==> src/bcsr_defines.vh <==
// constants for the buck channel status register block
`ifndef BCSR_DEFINES_VH
`define BCSR_DEFINES_VH

// ----------------------------------------------------------------
// register offsets
// ----------------------------------------------------------------
`define BCSR_BUCK_TWO_STATUS_OFS 8'h06
`define BCSR_BUCK_THREE_STATUS_OFS 8'h07
`define BCSR_UNMAPPED_READ 8'h00

// ----------------------------------------------------------------
// status field positions
// ----------------------------------------------------------------
`define BCSR_FAULT_BIT 7
`define BCSR_RETRY_BIT 6
`define BCSR_REVERSE_BIT 5
`define BCSR_ZERO_CROSS_BIT 4
`define BCSR_RESERVED_BIT 3
`define BCSR_RAMP_BIT 2
`define BCSR_REGULATION_BIT 1
`define BCSR_ON_BIT 0
`define BCSR_STATUS_RESET 8'h00

// ----------------------------------------------------------------
// overcurrent event counter and serial port defaults
// ----------------------------------------------------------------
`define BCSR_OC_END_COUNT 8
`define BCSR_OC_COUNT_WIDTH 4
// arbitrary device address value
`define BCSR_DEVICE_ADDRESS 7'h5B
`define BCSR_BYTE_LAST_BIT 3'h7
`define BCSR_BIT_COUNT_ZERO 3'h0

`endif

==> src/bcsr_channel.v <==
// one buck channel status register with latched and live bits
`timescale 1ns/100ps
`include "bcsr_defines.vh"

module bcsr_channel #(
    parameter OC_END_COUNT = `BCSR_OC_END_COUNT,
    parameter OC_COUNT_WIDTH = `BCSR_OC_COUNT_WIDTH
) (
    input wire clk_sys,
    input wire srst,
    input wire regulator_enabled,
    input wire soft_start_done,
    input wire output_in_regulation,
    input wire high_side_overcurrent,
    input wire reverse_current_hit,
    input wire zero_cross_trip,
    input wire automatic_pulse_skip_mode,
    input wire overcurrent_retry_enable,
    input wire read_clear,
    output wire [7:0] status,
    output wire retry_restart,
    output wire latch_off
);

    // ----------------------------------------------------------------
    // two-stage synchronisers for analog inputs
    // ----------------------------------------------------------------
    reg [5:0] sync_a;
    reg [5:0] sync_b;
    always @(posedge clk_sys) begin
        if (srst) begin
            sync_a <= 6'h00;
            sync_b <= 6'h00;
        end else begin
            sync_a <= {regulator_enabled, soft_start_done, output_in_regulation,
                       high_side_overcurrent, reverse_current_hit, zero_cross_trip};
            sync_b <= sync_a;
        end
    end

    wire on_s = sync_b[5];
    wire ss_s = sync_b[4];
    wire pg_s = sync_b[3];
    wire oc_s = sync_b[2];
    wire neg_s = sync_b[1];
    wire zc_s = sync_b[0];

    // ----------------------------------------------------------------
    // high-side overcurrent event counter
    // ----------------------------------------------------------------
    reg oc_prev;
    reg [OC_COUNT_WIDTH-1:0] oc_count;
    wire oc_at_end = (oc_count == OC_END_COUNT[OC_COUNT_WIDTH-1:0]);
    always @(posedge clk_sys) begin
        if (srst) begin
            oc_prev <= 1'b0;
            oc_count <= {OC_COUNT_WIDTH{1'b0}};
        end else begin
            oc_prev <= oc_s;
            if (pg_s)
                oc_count <= {OC_COUNT_WIDTH{1'b0}};
            else if (oc_s && !oc_prev && !oc_at_end)
                oc_count <= oc_count + {{(OC_COUNT_WIDTH-1){1'b0}}, 1'b1};
        end
    end

    // ----------------------------------------------------------------
    // latched flags: set wins over a clearing read
    // ----------------------------------------------------------------
    reg fault_flag;
    reg retry_flag;
    reg reverse_flag;
    reg zero_cross_flag;
    reg ramp_complete;
    reg in_reg;
    reg on_status;

    wire retry_cond = oc_at_end && !pg_s;
    wire next_retry_flag = retry_cond | (retry_flag & ~read_clear);
    wire fault_cond = next_retry_flag || (on_s && ss_s && !pg_s);
    wire reverse_cond = neg_s;
    wire zero_cross_cond = zc_s && automatic_pulse_skip_mode;

    always @(posedge clk_sys) begin
        if (srst) begin
            fault_flag <= 1'b0;
            retry_flag <= 1'b0;
            reverse_flag <= 1'b0;
            zero_cross_flag <= 1'b0;
            ramp_complete <= 1'b0;
            in_reg <= 1'b0;
            on_status <= 1'b0;
        end else begin
            fault_flag <= fault_cond | (fault_flag & ~read_clear);
            retry_flag <= next_retry_flag;
            reverse_flag <= reverse_cond | (reverse_flag & ~read_clear);
            zero_cross_flag <= zero_cross_cond | (zero_cross_flag & ~read_clear);
            ramp_complete <= on_s & ss_s;
            in_reg <= pg_s;
            on_status <= on_s;
        end
    end

    assign status = {fault_flag, retry_flag, reverse_flag, zero_cross_flag,
                     1'b0, ramp_complete, in_reg, on_status};

    // response to repeated overcurrent
    assign retry_restart = retry_flag & overcurrent_retry_enable;
    assign latch_off = retry_flag & ~overcurrent_retry_enable;

endmodule // bcsr_channel

==> src/bcsr_regs.v <==
// buck two and three status registers behind the serial control port
`timescale 1ns/100ps
`include "bcsr_defines.vh"

// Operation
// - fault: retry flag, or on, ramped, not good
// - retry flag: overcurrent counter end, power not good
// - retry enable selects restart or latch-off
// - reverse current limit reached latches flag
// - zero crossing flag only in pulse-skip mode
// - bit three reads zero, software keeps zero
// - ramp bit: enabled and soft start finished
// - regulation bit follows comparator live
// - on bit shows channel currently enabled
// - latched flags reset zero, cleared by read
// - read clears only when condition gone
module bcsr_regs #(
    parameter DEVICE_ADDRESS = `BCSR_DEVICE_ADDRESS,
    parameter OC_END_COUNT = `BCSR_OC_END_COUNT,
    parameter OC_COUNT_WIDTH = `BCSR_OC_COUNT_WIDTH
) (
    input wire clk_sys,
    input wire srst,
    input wire scl_in,
    input wire sda_in,
    output wire sda_out,
    output reg sda_oe_n,
    input wire buck_two_enabled,
    input wire buck_two_soft_start_done,
    input wire buck_two_in_regulation,
    input wire buck_two_high_side_overcurrent,
    input wire buck_two_reverse_current_hit,
    input wire buck_two_zero_cross_trip,
    input wire buck_two_automatic_pulse_skip_mode,
    input wire buck_two_overcurrent_retry_enable,
    output wire buck_two_retry_restart,
    output wire buck_two_latch_off,
    input wire buck_three_enabled,
    input wire buck_three_soft_start_done,
    input wire buck_three_in_regulation,
    input wire buck_three_high_side_overcurrent,
    input wire buck_three_reverse_current_hit,
    input wire buck_three_zero_cross_trip,
    input wire buck_three_automatic_pulse_skip_mode,
    input wire buck_three_overcurrent_retry_enable,
    output wire buck_three_retry_restart,
    output wire buck_three_latch_off
);

    // ----------------------------------------------------------------
    // serial port states
    // ----------------------------------------------------------------
    localparam ST_IDLE = 9'b000000001;
    localparam ST_DEV = 9'b000000010;
    localparam ST_DEV_ACK = 9'b000000100;
    localparam ST_PTR = 9'b000001000;
    localparam ST_PTR_ACK = 9'b000010000;
    localparam ST_WR = 9'b000100000;
    localparam ST_WR_ACK = 9'b001000000;
    localparam ST_RD = 9'b010000000;
    localparam ST_RD_ACK = 9'b100000000;

    // ----------------------------------------------------------------
    // pin synchronisers and line event detection
    // ----------------------------------------------------------------
    reg scl_s1;
    reg scl_s2;
    reg scl_d;
    reg sda_s1;
    reg sda_s2;
    reg sda_d;
    always @(posedge clk_sys) begin
        if (srst) begin
            scl_s1 <= 1'b1;
            scl_s2 <= 1'b1;
            scl_d <= 1'b1;
            sda_s1 <= 1'b1;
            sda_s2 <= 1'b1;
            sda_d <= 1'b1;
        end else begin
            scl_s1 <= scl_in;
            scl_s2 <= scl_s1;
            scl_d <= scl_s2;
            sda_s1 <= sda_in;
            sda_s2 <= sda_s1;
            sda_d <= sda_s2;
        end
    end

    wire scl_rise = scl_s2 && !scl_d;
    wire scl_fall = !scl_s2 && scl_d;
    wire start_seen = scl_s2 && scl_d && !sda_s2 && sda_d;
    wire stop_seen = scl_s2 && scl_d && sda_s2 && !sda_d;

    // open-drain line only ever pulls low
    assign sda_out = 1'b0;

    // ----------------------------------------------------------------
    // channel status registers
    // ----------------------------------------------------------------
    wire [7:0] buck_two_status;
    wire [7:0] buck_three_status;
    reg clear_two;
    reg clear_three;

    bcsr_channel #(
        .OC_END_COUNT(OC_END_COUNT),
        .OC_COUNT_WIDTH(OC_COUNT_WIDTH)
    ) u_buck_two (
        .clk_sys(clk_sys),
        .srst(srst),
        .regulator_enabled(buck_two_enabled),
        .soft_start_done(buck_two_soft_start_done),
        .output_in_regulation(buck_two_in_regulation),
        .high_side_overcurrent(buck_two_high_side_overcurrent),
        .reverse_current_hit(buck_two_reverse_current_hit),
        .zero_cross_trip(buck_two_zero_cross_trip),
        .automatic_pulse_skip_mode(buck_two_automatic_pulse_skip_mode),
        .overcurrent_retry_enable(buck_two_overcurrent_retry_enable),
        .read_clear(clear_two),
        .status(buck_two_status),
        .retry_restart(buck_two_retry_restart),
        .latch_off(buck_two_latch_off)
    );

    bcsr_channel #(
        .OC_END_COUNT(OC_END_COUNT),
        .OC_COUNT_WIDTH(OC_COUNT_WIDTH)
    ) u_buck_three (
        .clk_sys(clk_sys),
        .srst(srst),
        .regulator_enabled(buck_three_enabled),
        .soft_start_done(buck_three_soft_start_done),
        .output_in_regulation(buck_three_in_regulation),
        .high_side_overcurrent(buck_three_high_side_overcurrent),
        .reverse_current_hit(buck_three_reverse_current_hit),
        .zero_cross_trip(buck_three_zero_cross_trip),
        .automatic_pulse_skip_mode(buck_three_automatic_pulse_skip_mode),
        .overcurrent_retry_enable(buck_three_overcurrent_retry_enable),
        .read_clear(clear_three),
        .status(buck_three_status),
        .retry_restart(buck_three_retry_restart),
        .latch_off(buck_three_latch_off)
    );

    // ----------------------------------------------------------------
    // read data selection
    // ----------------------------------------------------------------
    reg [7:0] reg_ptr;
    reg [7:0] read_value;
    always @* begin
        case (reg_ptr)
            `BCSR_BUCK_TWO_STATUS_OFS: read_value = buck_two_status;
            `BCSR_BUCK_THREE_STATUS_OFS: read_value = buck_three_status;
            default: read_value = `BCSR_UNMAPPED_READ;
        endcase
    end

    // ----------------------------------------------------------------
    // serial protocol engine
    // ----------------------------------------------------------------
    reg [8:0] state;
    reg [2:0] bit_cnt;
    reg byte_done;
    reg [7:0] shift_in;
    reg [7:0] shift_out;
    reg rd_mode;
    reg master_ack;

    wire addr_match = (shift_in[7:1] == DEVICE_ADDRESS[6:0]);
    wire load_byte = scl_fall && !start_seen && !stop_seen &&
                     ((state == ST_DEV_ACK && rd_mode) || (state == ST_RD_ACK && master_ack));

    // snapshot and clearing read happen on the same edge,
    // so an event arriving at that edge stays latched
    always @* begin
        clear_two = 1'b0;
        clear_three = 1'b0;
        if (load_byte) begin
            clear_two = (reg_ptr == `BCSR_BUCK_TWO_STATUS_OFS);
            clear_three = (reg_ptr == `BCSR_BUCK_THREE_STATUS_OFS);
        end
    end

    always @(posedge clk_sys) begin
        if (srst) begin
            state <= ST_IDLE;
            bit_cnt <= `BCSR_BIT_COUNT_ZERO;
            byte_done <= 1'b0;
            shift_in <= 8'h00;
            shift_out <= 8'h00;
            rd_mode <= 1'b0;
            master_ack <= 1'b0;
            reg_ptr <= 8'h00;
            sda_oe_n <= 1'b1;
        end else if (start_seen) begin
            state <= ST_DEV;
            bit_cnt <= `BCSR_BIT_COUNT_ZERO;
            byte_done <= 1'b0;
            sda_oe_n <= 1'b1;
        end else if (stop_seen) begin
            state <= ST_IDLE;
            sda_oe_n <= 1'b1;
        end else if (scl_rise) begin
            case (state)
                ST_DEV, ST_PTR, ST_WR: begin
                    shift_in <= {shift_in[6:0], sda_s2};
                    bit_cnt <= bit_cnt + 3'h1;
                    byte_done <= (bit_cnt == `BCSR_BYTE_LAST_BIT);
                end
                ST_RD: begin
                    bit_cnt <= bit_cnt + 3'h1;
                    byte_done <= (bit_cnt == `BCSR_BYTE_LAST_BIT);
                end
                ST_RD_ACK: begin
                    master_ack <= !sda_s2;
                end
                default: begin
                    byte_done <= 1'b0;
                end
            endcase
        end else if (scl_fall) begin
            case (state)
                ST_DEV: begin
                    if (byte_done) begin
                        byte_done <= 1'b0;
                        if (addr_match) begin
                            state <= ST_DEV_ACK;
                            rd_mode <= shift_in[0];
                            sda_oe_n <= 1'b0;
                        end else begin
                            state <= ST_IDLE;
                        end
                    end
                end
                ST_DEV_ACK: begin
                    if (rd_mode) begin
                        state <= ST_RD;
                        // load first byte, pointer moves on to the next register
                        reg_ptr <= reg_ptr + 8'h01;
                        shift_out <= {read_value[6:0], 1'b0};
                        sda_oe_n <= read_value[7];
                    end else begin
                        state <= ST_PTR;
                        sda_oe_n <= 1'b1;
                    end
                end
                ST_PTR: begin
                    if (byte_done) begin
                        byte_done <= 1'b0;
                        reg_ptr <= shift_in;
                        state <= ST_PTR_ACK;
                        sda_oe_n <= 1'b0;
                    end
                end
                ST_PTR_ACK: begin
                    state <= ST_WR;
                    sda_oe_n <= 1'b1;
                end
                ST_WR: begin
                    // status registers are read-only; data acknowledged, dropped
                    if (byte_done) begin
                        byte_done <= 1'b0;
                        state <= ST_WR_ACK;
                        sda_oe_n <= 1'b0;
                    end
                end
                ST_WR_ACK: begin
                    state <= ST_WR;
                    sda_oe_n <= 1'b1;
                end
                ST_RD: begin
                    if (byte_done) begin
                        byte_done <= 1'b0;
                        state <= ST_RD_ACK;
                        sda_oe_n <= 1'b1;
                    end else begin
                        sda_oe_n <= shift_out[7];
                        shift_out <= {shift_out[6:0], 1'b0};
                    end
                end
                ST_RD_ACK: begin
                    if (master_ack) begin
                        // next register was selected when the previous byte loaded
                        state <= ST_RD;
                        reg_ptr <= reg_ptr + 8'h01;
                        shift_out <= {read_value[6:0], 1'b0};
                        sda_oe_n <= read_value[7];
                    end else begin
                        state <= ST_IDLE;
                        sda_oe_n <= 1'b1;
                    end
                end
                default: begin
                    state <= ST_IDLE;
                    sda_oe_n <= 1'b1;
                end
            endcase
        end
    end

endmodule // bcsr_regs

==> config.mk <==
export PLATFORM = sky130hd
export DESIGN_NAME = bcsr_regs
export DESIGN_NICKNAME = d
export VERILOG_FILES = /design/src/bcsr_channel.v /design/src/bcsr_regs.v
export VERILOG_INCLUDE_DIRS = /design/src
export SDC_FILE = /design/constraint.sdc
export NUM_CORES = 1
export LEC_CHECK = 0
export BUFFER_PORTS_ARGS = -buffer_cell sky130_fd_sc_hd__clkbuf_2
export CORE_ASPECT_RATIO = 0.9
export CORE_UTILIZATION = 35
export CTS_CLUSTER_SIZE = 20
export DETAILED_ROUTE_END_ITERATION = 8
export GPL_ROUTABILITY_DRIVEN = 0
export GPL_TIMING_DRIVEN = 0
export SLEW_MARGIN = 20
export SYNTH_ARGS = -nofsm -noshare
export SYNTH_HDL_FRONTEND = slang
export SYNTH_HIERARCHICAL = 1
export SYNTH_SLANG_ARGS = --single-unit
==> constraint.sdc <==
create_clock -name clk_sys -period 2.1 [get_ports clk_sys]
set_input_delay 0.105 -clock clk_sys [delete_from_list [all_inputs] [get_ports clk_sys]]
set_output_delay 0.105 -clock clk_sys [all_outputs]
set_load 0.005 [all_outputs]
# Word-level counts from Yosys, hierarchy flattened
# Index checks and enable logic that the tools add are counted.
[op_classes] eq_ne=29 n_addsub=4 reduce_logical=62 n_bitwise=29 muxes=34
[ops] operator="$mux W8" n=8
[ops] operator="$pmux W9 S7" n=1
[ops] operator="$pmux W8 S3" n=2
[ops] operator="$mux W9" n=4
[ops] operator="$logic_and A1 B1 Y1" n=24
[ops] operator="$ne A2 B2 Y1 const B" n=9
[ops] operator="$eq A8 B3 Y1 const B" n=2
[ops] operator="$ne A4 B4 Y1 const B" n=4
[ops] operator="$pmux W8 S2" n=1
[ops] operator="$reduce_and A8 Y1" n=2
[ops] operator="$and A1 B1 Y1" n=14
[ops] operator="$logic_not A1 Y1" n=12
[ops] operator="$reduce_and A4 Y1" n=3
[ops] operator="$reduce_and A6 Y1" n=2
[ops] operator="$mux W1" n=11
[ops] operator="$reduce_or A2 Y1" n=5
[ops] operator="$eq A9 B2 Y1 const B" n=1
[ops] operator="$eq A9 B3 Y1 const B" n=1
[ops] operator="$eq A9 B4 Y1 const B" n=1
[ops] operator="$eq A9 B5 Y1 const B" n=1
[ops] operator="$eq A9 B6 Y1 const B" n=1
[ops] operator="$eq A9 B7 Y1 const B" n=1
[ops] operator="$eq A9 B8 Y1 const B" n=1
[ops] operator="$eq A9 B9 Y1 const B" n=1
[ops] operator="other kinds (22)" n=46
[totals] reg_bits=94 out_inout_bits=6 wordCells=196

# Depth between registers and ports, before layout
# Gate-level depths: netlist of run 1.
[depth] depth_word=13 ltp_mapped=8 mapped_depth_nobuf=7

# Hierarchy
# Netlist of run 1, hierarchy kept.
[modules_own_cells] mod="bcsr_regs" area_per_inst_um2=2675.1 n_inst=1 cells_each=308
[modules_own_cells] mod="bcsr_channel" area_per_inst_um2=868.3 n_inst=2 cells_each=86

# Least setup slack after synthesis of run 1
# OpenSTA, ideal clock, no wires.
[synth_timing] kind="register -> register" from="register reg_ptr[3]" to="register u_buck_three.fault_flag" n_path_buf=0 path_stages_with_launch=7 required_ns=1.967 slack_ns=0.103 period_less_slack_ns=1.997 t_arrival_ns=1.865 path_cell_list="dfxtp_1 or4b_2 nor3_2 and4_1 inv_1 a2bb2oi_1 a31oi_1"
[synth_via] elab_chain_len=7 elab_cells_between_ends=8
[synth_rtl] element="start, declared" line="bcsr_regs.v:149" source="reg [7:0] reg_ptr;"
[synth_rtl] element="start signal, assigned" line="bcsr_regs.v:240" source="reg_ptr <= reg_ptr + 8'h01;"
[synth_rtl] element="start signal, assigned" line="bcsr_regs.v:251" source="reg_ptr <= shift_in;"
[synth_rtl] element="start signal, assigned" line="bcsr_regs.v:286" source="reg_ptr <= reg_ptr + 8'h01;"
[synth_rtl] element="$eq A8 B3 Y1 *"
[synth_rtl] element="$mux W1 *" line="bcsr_regs.v:179" source="if (load_byte) begin"
[synth_rtl] element="named net clear_three" line="bcsr_regs.v:104" source="reg clear_three;"
[synth_rtl] element="$not A1 Y1 *" line="bcsr_channel.v:79, bcsr_channel.v:94"
[synth_rtl] element="$and A1 B1 Y1" line="bcsr_channel.v:79" source="wire next_retry_flag = retry_cond | (retry_flag & ~read_clear);"
[synth_rtl] element="$or A1 B1 Y1" line="bcsr_channel.v:79"
[synth_rtl] element="$logic_or A1 B1 Y1" line="bcsr_channel.v:80" source="wire fault_cond = next_retry_flag || (on_s && ss_s && !pg_s);"
[synth_rtl] element="$or A1 B1 Y1 *" line="bcsr_channel.v:94" source="fault_flag <= fault_cond | (fault_flag & ~read_clear);"
[synth_rtl] element="end signal, assigned" line="bcsr_channel.v:94"
[synth_rtl] element="end, declared" line="bcsr_channel.v:70" source="reg fault_flag;"
# The timed path passes the listed nets; every way through them passes the cells marked *.
# A chain may end at the register's enable or synchronous reset.

# Worst setup path after layout of run 1
# Same ends and word-level chain as after synthesis.

==> summary.md, run 1 <==
| Metric | Value |
|---|---|
| HP Class | in -> reg |
| Global-route wire length before repair | 16700 um |
| Post-Syn Area per Cell | ~9.2 um^2 |
| Die Y | ~110 um |
| Worst-Margin Slew | between 800 and 900 ps |
| Overall die width | roughly 120 um |
| Number of flip-flops under the largest register name | 9 |
| Final std cells w/o fill | 712 |
| # diodes | 0 |
| Final period util | 95.7% |
| LEAKAGE | 2.11 nW |
| Worst Path Max Fanout | 6 |
| First-pass detailed-route iteration total | 5 |
| Clock slew seen by the registers of the worst setup and hold paths | about 70 ps |
| Cells after DPL | ~660 |
| DR WL/cell | approximately 14 um |
| Crit Path Category | reg -> reg |
| Crit. Startpoint | reg_ptr[3] |
| Critical path, cell by cell | or4b_2, nor3_4, and4_1, inv_1, a2bb2oi_2, a31oi_1 |
| CTS max path bufs | 2 |
| Total wire length | slightly above 10000 um |
| Vias in the first global route | roughly 3400 |
| Post-Syn Instances | 480 |
| Starting DRT DRC Count | approximately 200 |
| Total Neg Setup Slack | 0 ps |
| Hold Path Depth | 3 |
| Share of the synthesized area in the top cell type | approximately 42% |
| Clk sink count | between 90 and 100 |
| Biggest register | state |
| Critical Path RT | ~2300 ps |
| Post-synth EDFFs | 0 |
| CTS tree | yes |
| Antenna violations before repair | 0 |
| Design area | about 0.0054 mm^2 |
| RR Startpoint | reg_ptr[3] |
| Mapped Area | about 0.0044 mm^2 |
| RSZ-0062 raised after global routing | false |
| Slowest cell delay on critical path | between 700 and 800 ps |
| Final Max Tran Viols | 0 |
| Largest net degree at the start of global routing | 18 |
| Yosys warning count | 6 |
| Io pins | 26 |
| Final Hold Fails | 0 |
| Worst hold endpoint | u_buck_two/zero_cross_flag |
| FMAX | ~0.5 GHz |
| Layout area overhead | 23.1% |
| Largest registers | state x9, reg_ptr x8, shift_in x8 |
| Fin nets | roughly 580 |
| H-tree levels | 3 |
| Die ar. | between 0.01 and 0.015 mm^2 |
| Max IR drop VDD | 0.000517 V |
| Rows | 38 |
| Number of buffers added on ports | 24 |
| Min Clock Period, post-route | 2010 ps |
| Starting density of the core | between 30% and 40% |
| Synth cell types | 67 |
| Worst Reg-to-Reg Cells | 6 |
| Crit. End Element | flop |
| Seq/Total Area, Yosys | approximately 42% |
| Slew HR | 42.3% |
| Worst hold slack | about 13 ps |
| Via count | 3608 |
| Num CTS Buffers | 9 |
| FF+latch count, synth | between 90 and 100 |
| Placed instance area | between 0.004 and 0.005 mm^2 |
| Placeable Area | 0.0122 mm^2 |
| Tot GR Track Use | approximately 16% |
| Root Driver | clkbuf_16 |
| Crit path DAT | between 2000 and 2500 ps |
| Core Util, Final | approximately 45% |
| Post-synth net total | 508 |
| Pwr Density | ~670 mW/mm^2 |
| Setup Skew | between 5 and 6 ps |
| Clk_lat worst skew | 350 ps |
| Vias/cell | between 5 and 6 |
| Detailed-route DRC error count | 0 |
| Worst setup SP type | flop |
| R2R setup slack | between 90 and 100 ps |
| Status | complete, no violations |
| Global route overflow | 0 |
| Most used flip-flop cell after synthesis | dfxtp_1 |
| Hold wc startpoint | buck_two_automatic_pulse_skip_mode |
| Layout cells sized above 1 | between 20% and 30% |
| Area leader, netlist | dfxtp_1 |
| ANT nets after route | 0 |
| Ranking of synthesized cells by area | dfxtp_1, nor2b_1, mux2i_1 |
| Worst flop-to-flop path endpoint | u_buck_three/fault_flag |
| Final Setup Violations | 0 |
| Ys async rst share | 0% |
| Dpl hpwl | roughly 6800 um |
| Worst path slowest cell | or4b_2 |
| Max Cap Violations | 0 |
cells by family (layout without fill, tap and decap cells):
group                    after synthesis  after routing  synth area share (%)
adder cells (fa/ha/maj)                8              8                  2.27
other                                  3              3                 0.255
buffers and inverters                 53            125                  6.86
flip-flops                            93             93                  42.2
XOR/XNOR                               3              3                 0.596
AO/OA/AOI/OAI                        120            120                  19.5
multiplexers                          16             16                  3.63
AND/OR/NAND/NOR                      184            184                  24.7
synth_stat cells (5+ instances only):
| cell type | number |
|---|---|
| or2_2 | 6 |
| a21oi_1 | 25 |
| nor2_1 | 35 |
| and2_1 | 5 |
| a21o_1 | 6 |
| nor2b_1 | 37 |
| inv_1 | 13 |
| o21ai_0 | 14 |
| nand3_1 | 18 |
| mux2i_1 | 16 |
| dfxtp_1 | 93 |
| nand3b_1 | 5 |
| and3_1 | 6 |
| clkbuf_1 | 10 |
| or3_1 | 7 |
| a22o_1 | 8 |
| nand2b_1 | 5 |
| buf_2 | 7 |
| nand2_1 | 28 |
| o21ai_1 | 10 |
| o211ai_1 | 9 |
| nor3_1 | 6 |
| o311ai_0 | 14 |
| ha_1 | 8 |
| buf_4 | 17 |
stage by stage:
stage | power, mW | setup WS, ps
4_1_cts | 3.65 | -20.6
2_1_floorplan | 1.98 | 103
3_3_place_gp | 2.04 | -211
3_5_place_dp | 2.04 | -235
5_1_grt | 3.78 | 1.62
6_report | 3.63 | 90.1
layout make-up:
type	instances	area [um^2]
Buffer	37	246
Clock buffer	10	239
Clock inverter	6	48.8
Fill cell	1182	6740
Inverter	13	48.8
Multi-Input combinational cell	334	2340
Sequential cell	93	1870
Tap cell	160	200
Timing Repair Buffer	59	443
where the power goes:
group          internal, mW  leakage (nW)  switching (mW)
Clock                 0.855         0.145           0.740
Combinational         0.102          1.21           0.107
Sequential             1.80         0.758          0.0264
Total                  2.76          2.11           0.873
worst max-delay path by stage:
| stage | endpoint | slack (ps) | depth (start not counted) |
|---|---|---|---|
| 2_1_floorplan | u_buck_three/fault_flag | 100 | 6 |
| 3_3_place_gp | u_buck_two/fault_flag | -210 | 6 |
| 3_5_place_dp | u_buck_two/fault_flag | -240 | 6 |
| 4_1_cts | u_buck_two/fault_flag | -20 | 6 |
| 5_1_grt | sda_oe_n | 2 | 7 |
| 6_report | u_buck_three/fault_flag | 90 | 6 |
critical path, delay by kind of cell, from the launching register on:
family | cells | cell delay [ps]
DFF | 1 | 350
buffers and inverters | 1 | 110
AOI/OAI and AO/OA | 2 | 250
and+or+nand+nor | 3 | 1170
routing by layer:
metal	GRT usage, %	wire, um
met4	5.47	131
met5	0	0
met2	26.6	4640
met1	21.5	4860
met3	3.48	455
what timing repair did:
action | 4_1_cts | 5_1_grt
buffers inserted | 8 | 13
endpoints found under the hold margin | 14 | 0
hold buffers | 14 | 0
resized for setup | 8 | 16
gates cloned | 0 | 0
pin swaps | 3 | 8
setup endpoints to repair | 27 | 40
layout by cell type, fill, tap and decap left out, types with 4 or more instances in the layout:
cell	Yosys	routed
dlygate4sd3_1	0	14
inv_6	0	5
and2_1	5	5
or2_2	6	6
nand3b_1	5	5
nor2_1	35	35
nor2b_1	37	36
o211ai_1	9	9
buf_2	7	5
o31ai_1	4	4
mux2i_1	16	16
a21oi_1	25	25
nand2b_1	5	5
o21ai_0	14	14
inv_1	13	13
a31oi_1	4	4
clkbuf_16	0	9
o21ai_1	10	9
buf_4	17	36
a22o_1	8	8
and3_1	6	5
buf_6	4	4
clkbuf_2	1	24
ha_1	8	8
nand2_1	28	28
clkbuf_1	10	8
nor3_1	6	5
o311ai_0	14	12
nand3_1	18	17
a21o_1	6	6
or3_1	7	7
dfxtp_1	93	90
(Power assumes the default switching activity.)
==> inputs of run 2 (changes only) <==
Settings changed: RECOVER_POWER from default to 25.
==> summary.md, run 2 (synthesis gave the netlist of run 1 again) <==
| Metric | Value |
|---|---|
| Die ar. | roughly 0.013 mm^2 |
| Setup WS post-layout | 92.4 ps |
| Rows | 38 |
| Biggest register | state |
| Final Setup Violations | 0 |
| Status | complete, no violations |
| Clk_lat worst skew | ~350 ps |
| Crit path DAT | ~2200 ps |
| Sw frac | about a quarter |
| RSZ-0062 raised after global routing | false |
| Via count | between 3000 and 4000 |
| Cell family with the largest share of critical-path delay | simple AND/OR/NAND/NOR gates |
| Critical path, cell by cell | or4b_2, nor3_4, and4_1, inv_1, a2bb2oi_2, a31oi_1 |
| Setup Skew | around 5.2 ps |
| Vias/cell | between 5 and 6 |
| H-tree levels | 3 |
| Fin nets | 575 |
| WP depth | 6 |
| Crit. End Element | flop |
| Final Hold Fails | 0 |
| CTS max path bufs | 2 |
| Global-route wire length before repair | approximately 17000 um |
| Worst setup SP type | flop |
| Largest registers | state x9, reg_ptr x8, shift_in x8 |
| Layout cells sized above 1 | a little under a quarter |
| Commonest non-fill, non-tap cell in the layout | dfxtp_1 |
| CTS tree | yes |
| Slowest cell delay on critical path | about 700 ps |
| Comb pwr share | under 10% |
| Most frequent cells in the layout | dfxtp_1, nor2b_1, buf_4 |
| LEAKAGE | about 2.1 nW |
| Buf/Inv on CP | 1 |
| Layout area overhead | 23.1% |
| Largest net degree at the start of global routing | 18 |
| Clock power share | between 40% and 50% |
| First-pass detailed-route iteration total | 5 |
| Overall die width | about 120 um |
| HP Class | in -> reg |
| Root Driver | clkbuf_16 |
| Io pins | 26 |
| Num CTS Buffers | 9 |
| Worst-Margin Slew | 860 ps |
| FILL cells | ~1200 |
| FMAX | ~0.5 GHz |
| Dpl hpwl | just under 7000 um |
| Antenna violations before repair | 0 |
| Critical Path RT | 2320 ps |
| Max Cap Violations | 0 |
| Vias in the first global route | 3419 |
| Core Util, Final | roughly 45% |
| Final Max Tran Viols | 0 |
| Internal power | 2.76 mW |
| Global route overflow | 0 |
| Number of flip-flops under the largest register name | 9 |
| Worst Reg-to-Reg Cells | 6 |
| Clk sink count | 93 |
| Slew HR | between 40 and 50% |
| Detailed-route DRC error count | 0 |
| Clock slew seen by the registers of the worst setup and hold paths | ~70 ps |
| Min Clock Period, post-route | 2010 ps |
| Worst Path Max Fanout | 6 |
| Hold Path Depth | 3 |
| Final period util | 95.6% |
| Max IR drop VDD | 0.000519 V |
| Seq pwr share | 50.3% |
| Crit Path Category | reg -> reg |
| Starting DRT DRC Count | slightly below 200 |
| Net Sw Power | between 0.8 and 0.9 mW |
| Worst path slowest cell | or4b_2 |
| Die Y | 109 um |
| Pre-CTS WS | -235 ps |
| ANT nets after route | 0 |
| Placeable Area | roughly 0.012 mm^2 |
| Tot Pwr | between 3 and 4 mW |
| Starting density of the core | a little over a third |
| Pwr Density | around 670 mW/mm^2 |
| # diodes | 0 |
| DR WL/cell | between 10 and 15 um |
| Tot GR Track Use | between 10% and 20% |
| Total wire length | 10100 um |
| Number of buffers added on ports | 24 |
## run 2: final timing paths
path / from / to / slack [ps]
worst max register to register: reg_ptr[3] / u_buck_three/fault_flag / 90
worst max-delay path: reg_ptr[3] / u_buck_three/fault_flag / 90
worst min-delay path: buck_two_automatic_pulse_skip_mode / u_buck_two/zero_cross_flag / 10
worst min register to register: scl_s1 / scl_s2 / 420
## run 2: what timing repair did
| item | CTS | global route |
|---|---|---|
| hold endpoints to repair | 14 | 0 |
| hold buffers | 14 | 0 |
| gates resized for setup | 8 | 16 |
| endpoints found under the setup margin | 27 | 40 |
| setup buffers | 8 | 13 |
| pin swaps | 3 | 8 |
## run 2: metal layers
metal / vias to the layer above / track usage, % / share of wire, %
met5: - / 0 / 0
met4: 0 / 5.47 / 1.3
met3: 12 / 3.48 / 4.5
met2: 78 / 26.6 / 46
met1: 1678 / 21.5 / 48
li1: 1830 / - / -
## run 2: cell type report
class                      count  area [um^2]  area share, %
clock buffer                  10          239           4.40
buffer                        37          244           4.49
multi-input combinational    334         2340           43.1
inverter                      13         48.8          0.899
tap                          160          200           3.69
timing repair buffer          59          442           8.14
sequential                    93         1870           34.4
clock inverter                 6         48.8          0.899
## run 2: metrics by stage
step / instance area (um^2) / TNS (ps) / hold slack (ps) / std cells
after floorplan: 4410 / 0 / 184 / 480
after global placement: 4730 / -2350 / 313 / 664
after detailed placement: 4730 / -2680 / 319 / 664
after CTS: 5270 / -35.5 / 2.85 / 702
after global routing: 5430 / 0 / 35.2 / 712
final: 5430 / 0 / 12.9 / 712
## run 2: worst reg2reg max path, delay by kind of cell (launching register included)
| family | cells | cell delay, ps |
|---|---|---|
| simple gates | 3 | 1170 |
| compound gates | 2 | 250 |
| flops | 1 | 350 |
| buf+inv | 1 | 110 |
## run 2: power groups by stage
| stage | registers [mW] | logic (mW) | clock network [mW] |
|---|---|---|---|
| after floorplan | 1.86 | 0.126 | 0 |
| after global placement | 1.86 | 0.173 | 0 |
| after detailed placement | 1.86 | 0.178 | 0 |
| after CTS | 1.82 | 0.203 | 1.62 |
| after global routing | 1.83 | 0.231 | 1.71 |
| final | 1.83 | 0.208 | 1.60 |
==> inputs of run 3 (changes only) <==
==> constraint.sdc (replaced) <==
create_clock -name clk_sys -period 2.1 [get_ports clk_sys]
set_input_delay 0.315 -clock clk_sys [delete_from_list [all_inputs] [get_ports clk_sys]]
set_output_delay 0.315 -clock clk_sys [all_outputs]
set_load 0.005 [all_outputs]
==> summary.md, run 3 (synthesis gave the netlist of run 1 again) <==
| Metric | Value |
|---|---|
| Global route overflow | 0 |
| Final Hold Fails | 0 |
| Worst-Margin Slew | approximately 860 ps |
| Die ar. | 0.0131 mm^2 |
| Vias/cell | approximately 5.1 |
| FILL cells | between 1000 and 1500 |
| Cell family with the largest share of critical-path delay | simple AND/OR/NAND/NOR gates |
| Hold wc startpoint | buck_two_enabled |
| Slew HR | a little over two fifths |
| H-tree levels | 3 |
| Root Driver | clkbuf_16 |
| RSZ-0062 raised after global routing | false |
| ANT nets after route | 0 |
| Worst Path Max Fanout | 6 |
| Placeable Area | approximately 0.012 mm^2 |
| DR WL/cell | between 10 and 15 um |
| Min Clock Period, post-route | around 2000 ps |
| Internal power | around 2.7 mW |
| LEAKAGE | approximately 2.0 nW |
| Clk_lat worst skew | roughly 350 ps |
| Total wire length | 9910 um |
| Worst hold slack | about 170 ps |
| Crit Path Category | reg -> reg |
| Layout cells sized above 1 | about a quarter |
| Dpl hpwl | just under 7000 um |
| Worst flop-to-flop path endpoint | u_buck_three/fault_flag |
| Status | complete, no violations |
| Pre-CTS WS | -235 ps |
| Slowest cell delay on critical path | 710 ps |
| Die Y | 109 um |
| FMAX | approximately 0.5 GHz |
| Num CTS Buffers | 9 |
| First-pass detailed-route iteration total | 4 |
| Setup WS post-layout | ~92 ps |
| Clk sink count | a little over 90 |
| Detailed-route DRC error count | 0 |
| Comb pwr share | 5.2% |
| Final Setup Violations | 0 |
| Largest net degree at the start of global routing | 18 |
| # diodes | 0 |
| Net Sw Power | 0.868 mW |
| Antenna violations before repair | 0 |
| Worst setup SP type | flop |
| Sw frac | roughly 24% |
| Number of flip-flops under the largest register name | 9 |
| Critical Path RT | roughly 2300 ps |
| Commonest non-fill, non-tap cell in the layout | dfxtp_1 |
| Starting DRT DRC Count | about 190 |
| Pwr Density | ~680 mW/mm^2 |
| Io pins | 26 |
| Crit. End Element | flop |
| Tot Pwr | 3.61 mW |
| Seq pwr share | between 50% and 60% |
| Final period util | 95.6% |
| Max IR drop VDD | approximately 0.00051 V |
| Worst path slowest cell | or4b_2 |
| CTS max path bufs | 2 |
| Layout area overhead | 19.9% |
| RR Startpoint | reg_ptr[3] |
| CTS tree | yes |
| Largest registers | state x9, reg_ptr x8, shift_in x8 |
| Overall die width | approximately 120 um |
| Rows | 38 |
| Crit. Startpoint | reg_ptr[3] |
| Biggest register | state |
| Vias in the first global route | about 3300 |
| R2R setup slack | 90 ps |
| Setup Skew | 5.42 ps |
| Fin nets | 561 |
| Crit path DAT | 2230 ps |
| Via count | about 3500 |
| Tot GR Track Use | between 10% and 20% |
| HP Class | in -> reg |
| Final Max Tran Viols | 0 |
| Most frequent cells in the layout | dfxtp_1, nor2b_1, buf_4 |
| Worst hold endpoint | u_buck_two/sync_a[5] |
| Starting density of the core | between 30% and 40% |
| Number of buffers added on ports | 24 |
| Global-route wire length before repair | 16500 um |
| Worst Reg-to-Reg Cells | 6 |
| Clock power share | roughly 44% |
| Critical path, cell by cell | or4b_2, nor3_4, and4_1, inv_1, a2bb2oi_2, a31oi_1 |
| Buf/Inv on CP | 1 |
| Hold Path Depth | 2 |
| Total Neg Setup Slack | 0 ps |
| Max Cap Violations | 0 |
| Clock slew seen by the registers of the worst setup and hold paths | roughly 70 ps |
[run 3: cell types whose count changed in the layout (fill, tap and decap cells not counted), sizes merged]
cell and delta:
dlygate4sd3 -14
[run 3: power by group through the flow]
| stage | Clock [mW] | Sequential (mW) | Combinational (mW) |
|---|---|---|---|
| 5_1_grt | 1.71 | 1.83 | 0.209 |
| 4_1_cts | 1.62 | 1.82 | 0.183 |
| 3_3_place_gp | 0 | 1.86 | 0.173 |
| 3_5_place_dp | 0 | 1.86 | 0.178 |
| 6_report | 1.59 | 1.83 | 0.187 |
| 2_1_floorplan | 0 | 1.86 | 0.126 |
[run 3: final cells by class]
| class | instances | area (um^2) | area share (%) |
|---|---|---|---|
| timing repair buffer | 45 | 302 | 5.70 |
| tap | 160 | 200 | 3.79 |
| clock inverter | 6 | 48.8 | 0.923 |
| clock buffer | 10 | 239 | 4.52 |
| multi-input combinational | 334 | 2340 | 44.3 |
| inverter | 13 | 48.8 | 0.923 |
| buffer | 37 | 244 | 4.61 |
| sequential | 93 | 1870 | 35.3 |
[run 3: how the worst max path moves through the flow]
stage	depth (start not counted)	end
after floorplan	6	u_buck_three/fault_flag
after global placement	6	u_buck_two/fault_flag
after detailed placement	6	u_buck_two/fault_flag
after CTS	6	u_buck_two/fault_flag
after global routing	7	sda_oe_n
final	6	u_buck_three/fault_flag
[run 3: routing by layer]
metal / vias up / wire (um) / global-route usage, %
met5: - / 0 / 0
met4: 0 / 126 / 5.47
met3: 11 / 428 / 3.48
met2: 70 / 4520 / 25.8
met1: 1660 / 4830 / 21.4
li1: 1808 / - / -
[run 3: what timing repair did]
| item | 4_1_cts | 5_1_grt |
|---|---|---|
| buffers inserted | 8 | 13 |
| resized for setup | 8 | 16 |
| hold buffers | 0 | 0 |
| pin swaps | 3 | 8 |
| hold endpoints to repair | 0 | 0 |
| setup endpoints to repair | 27 | 40 |
[run 3: through the flow]
step                area [um^2]  util (%)  std cells
floorplan                  4410         -        480
global placement           4730      38.9        664
detailed placement         4730      38.9        664
CTS                        5130      42.1        688
global route               5290      43.5        698
finish                     5290      43.5        698
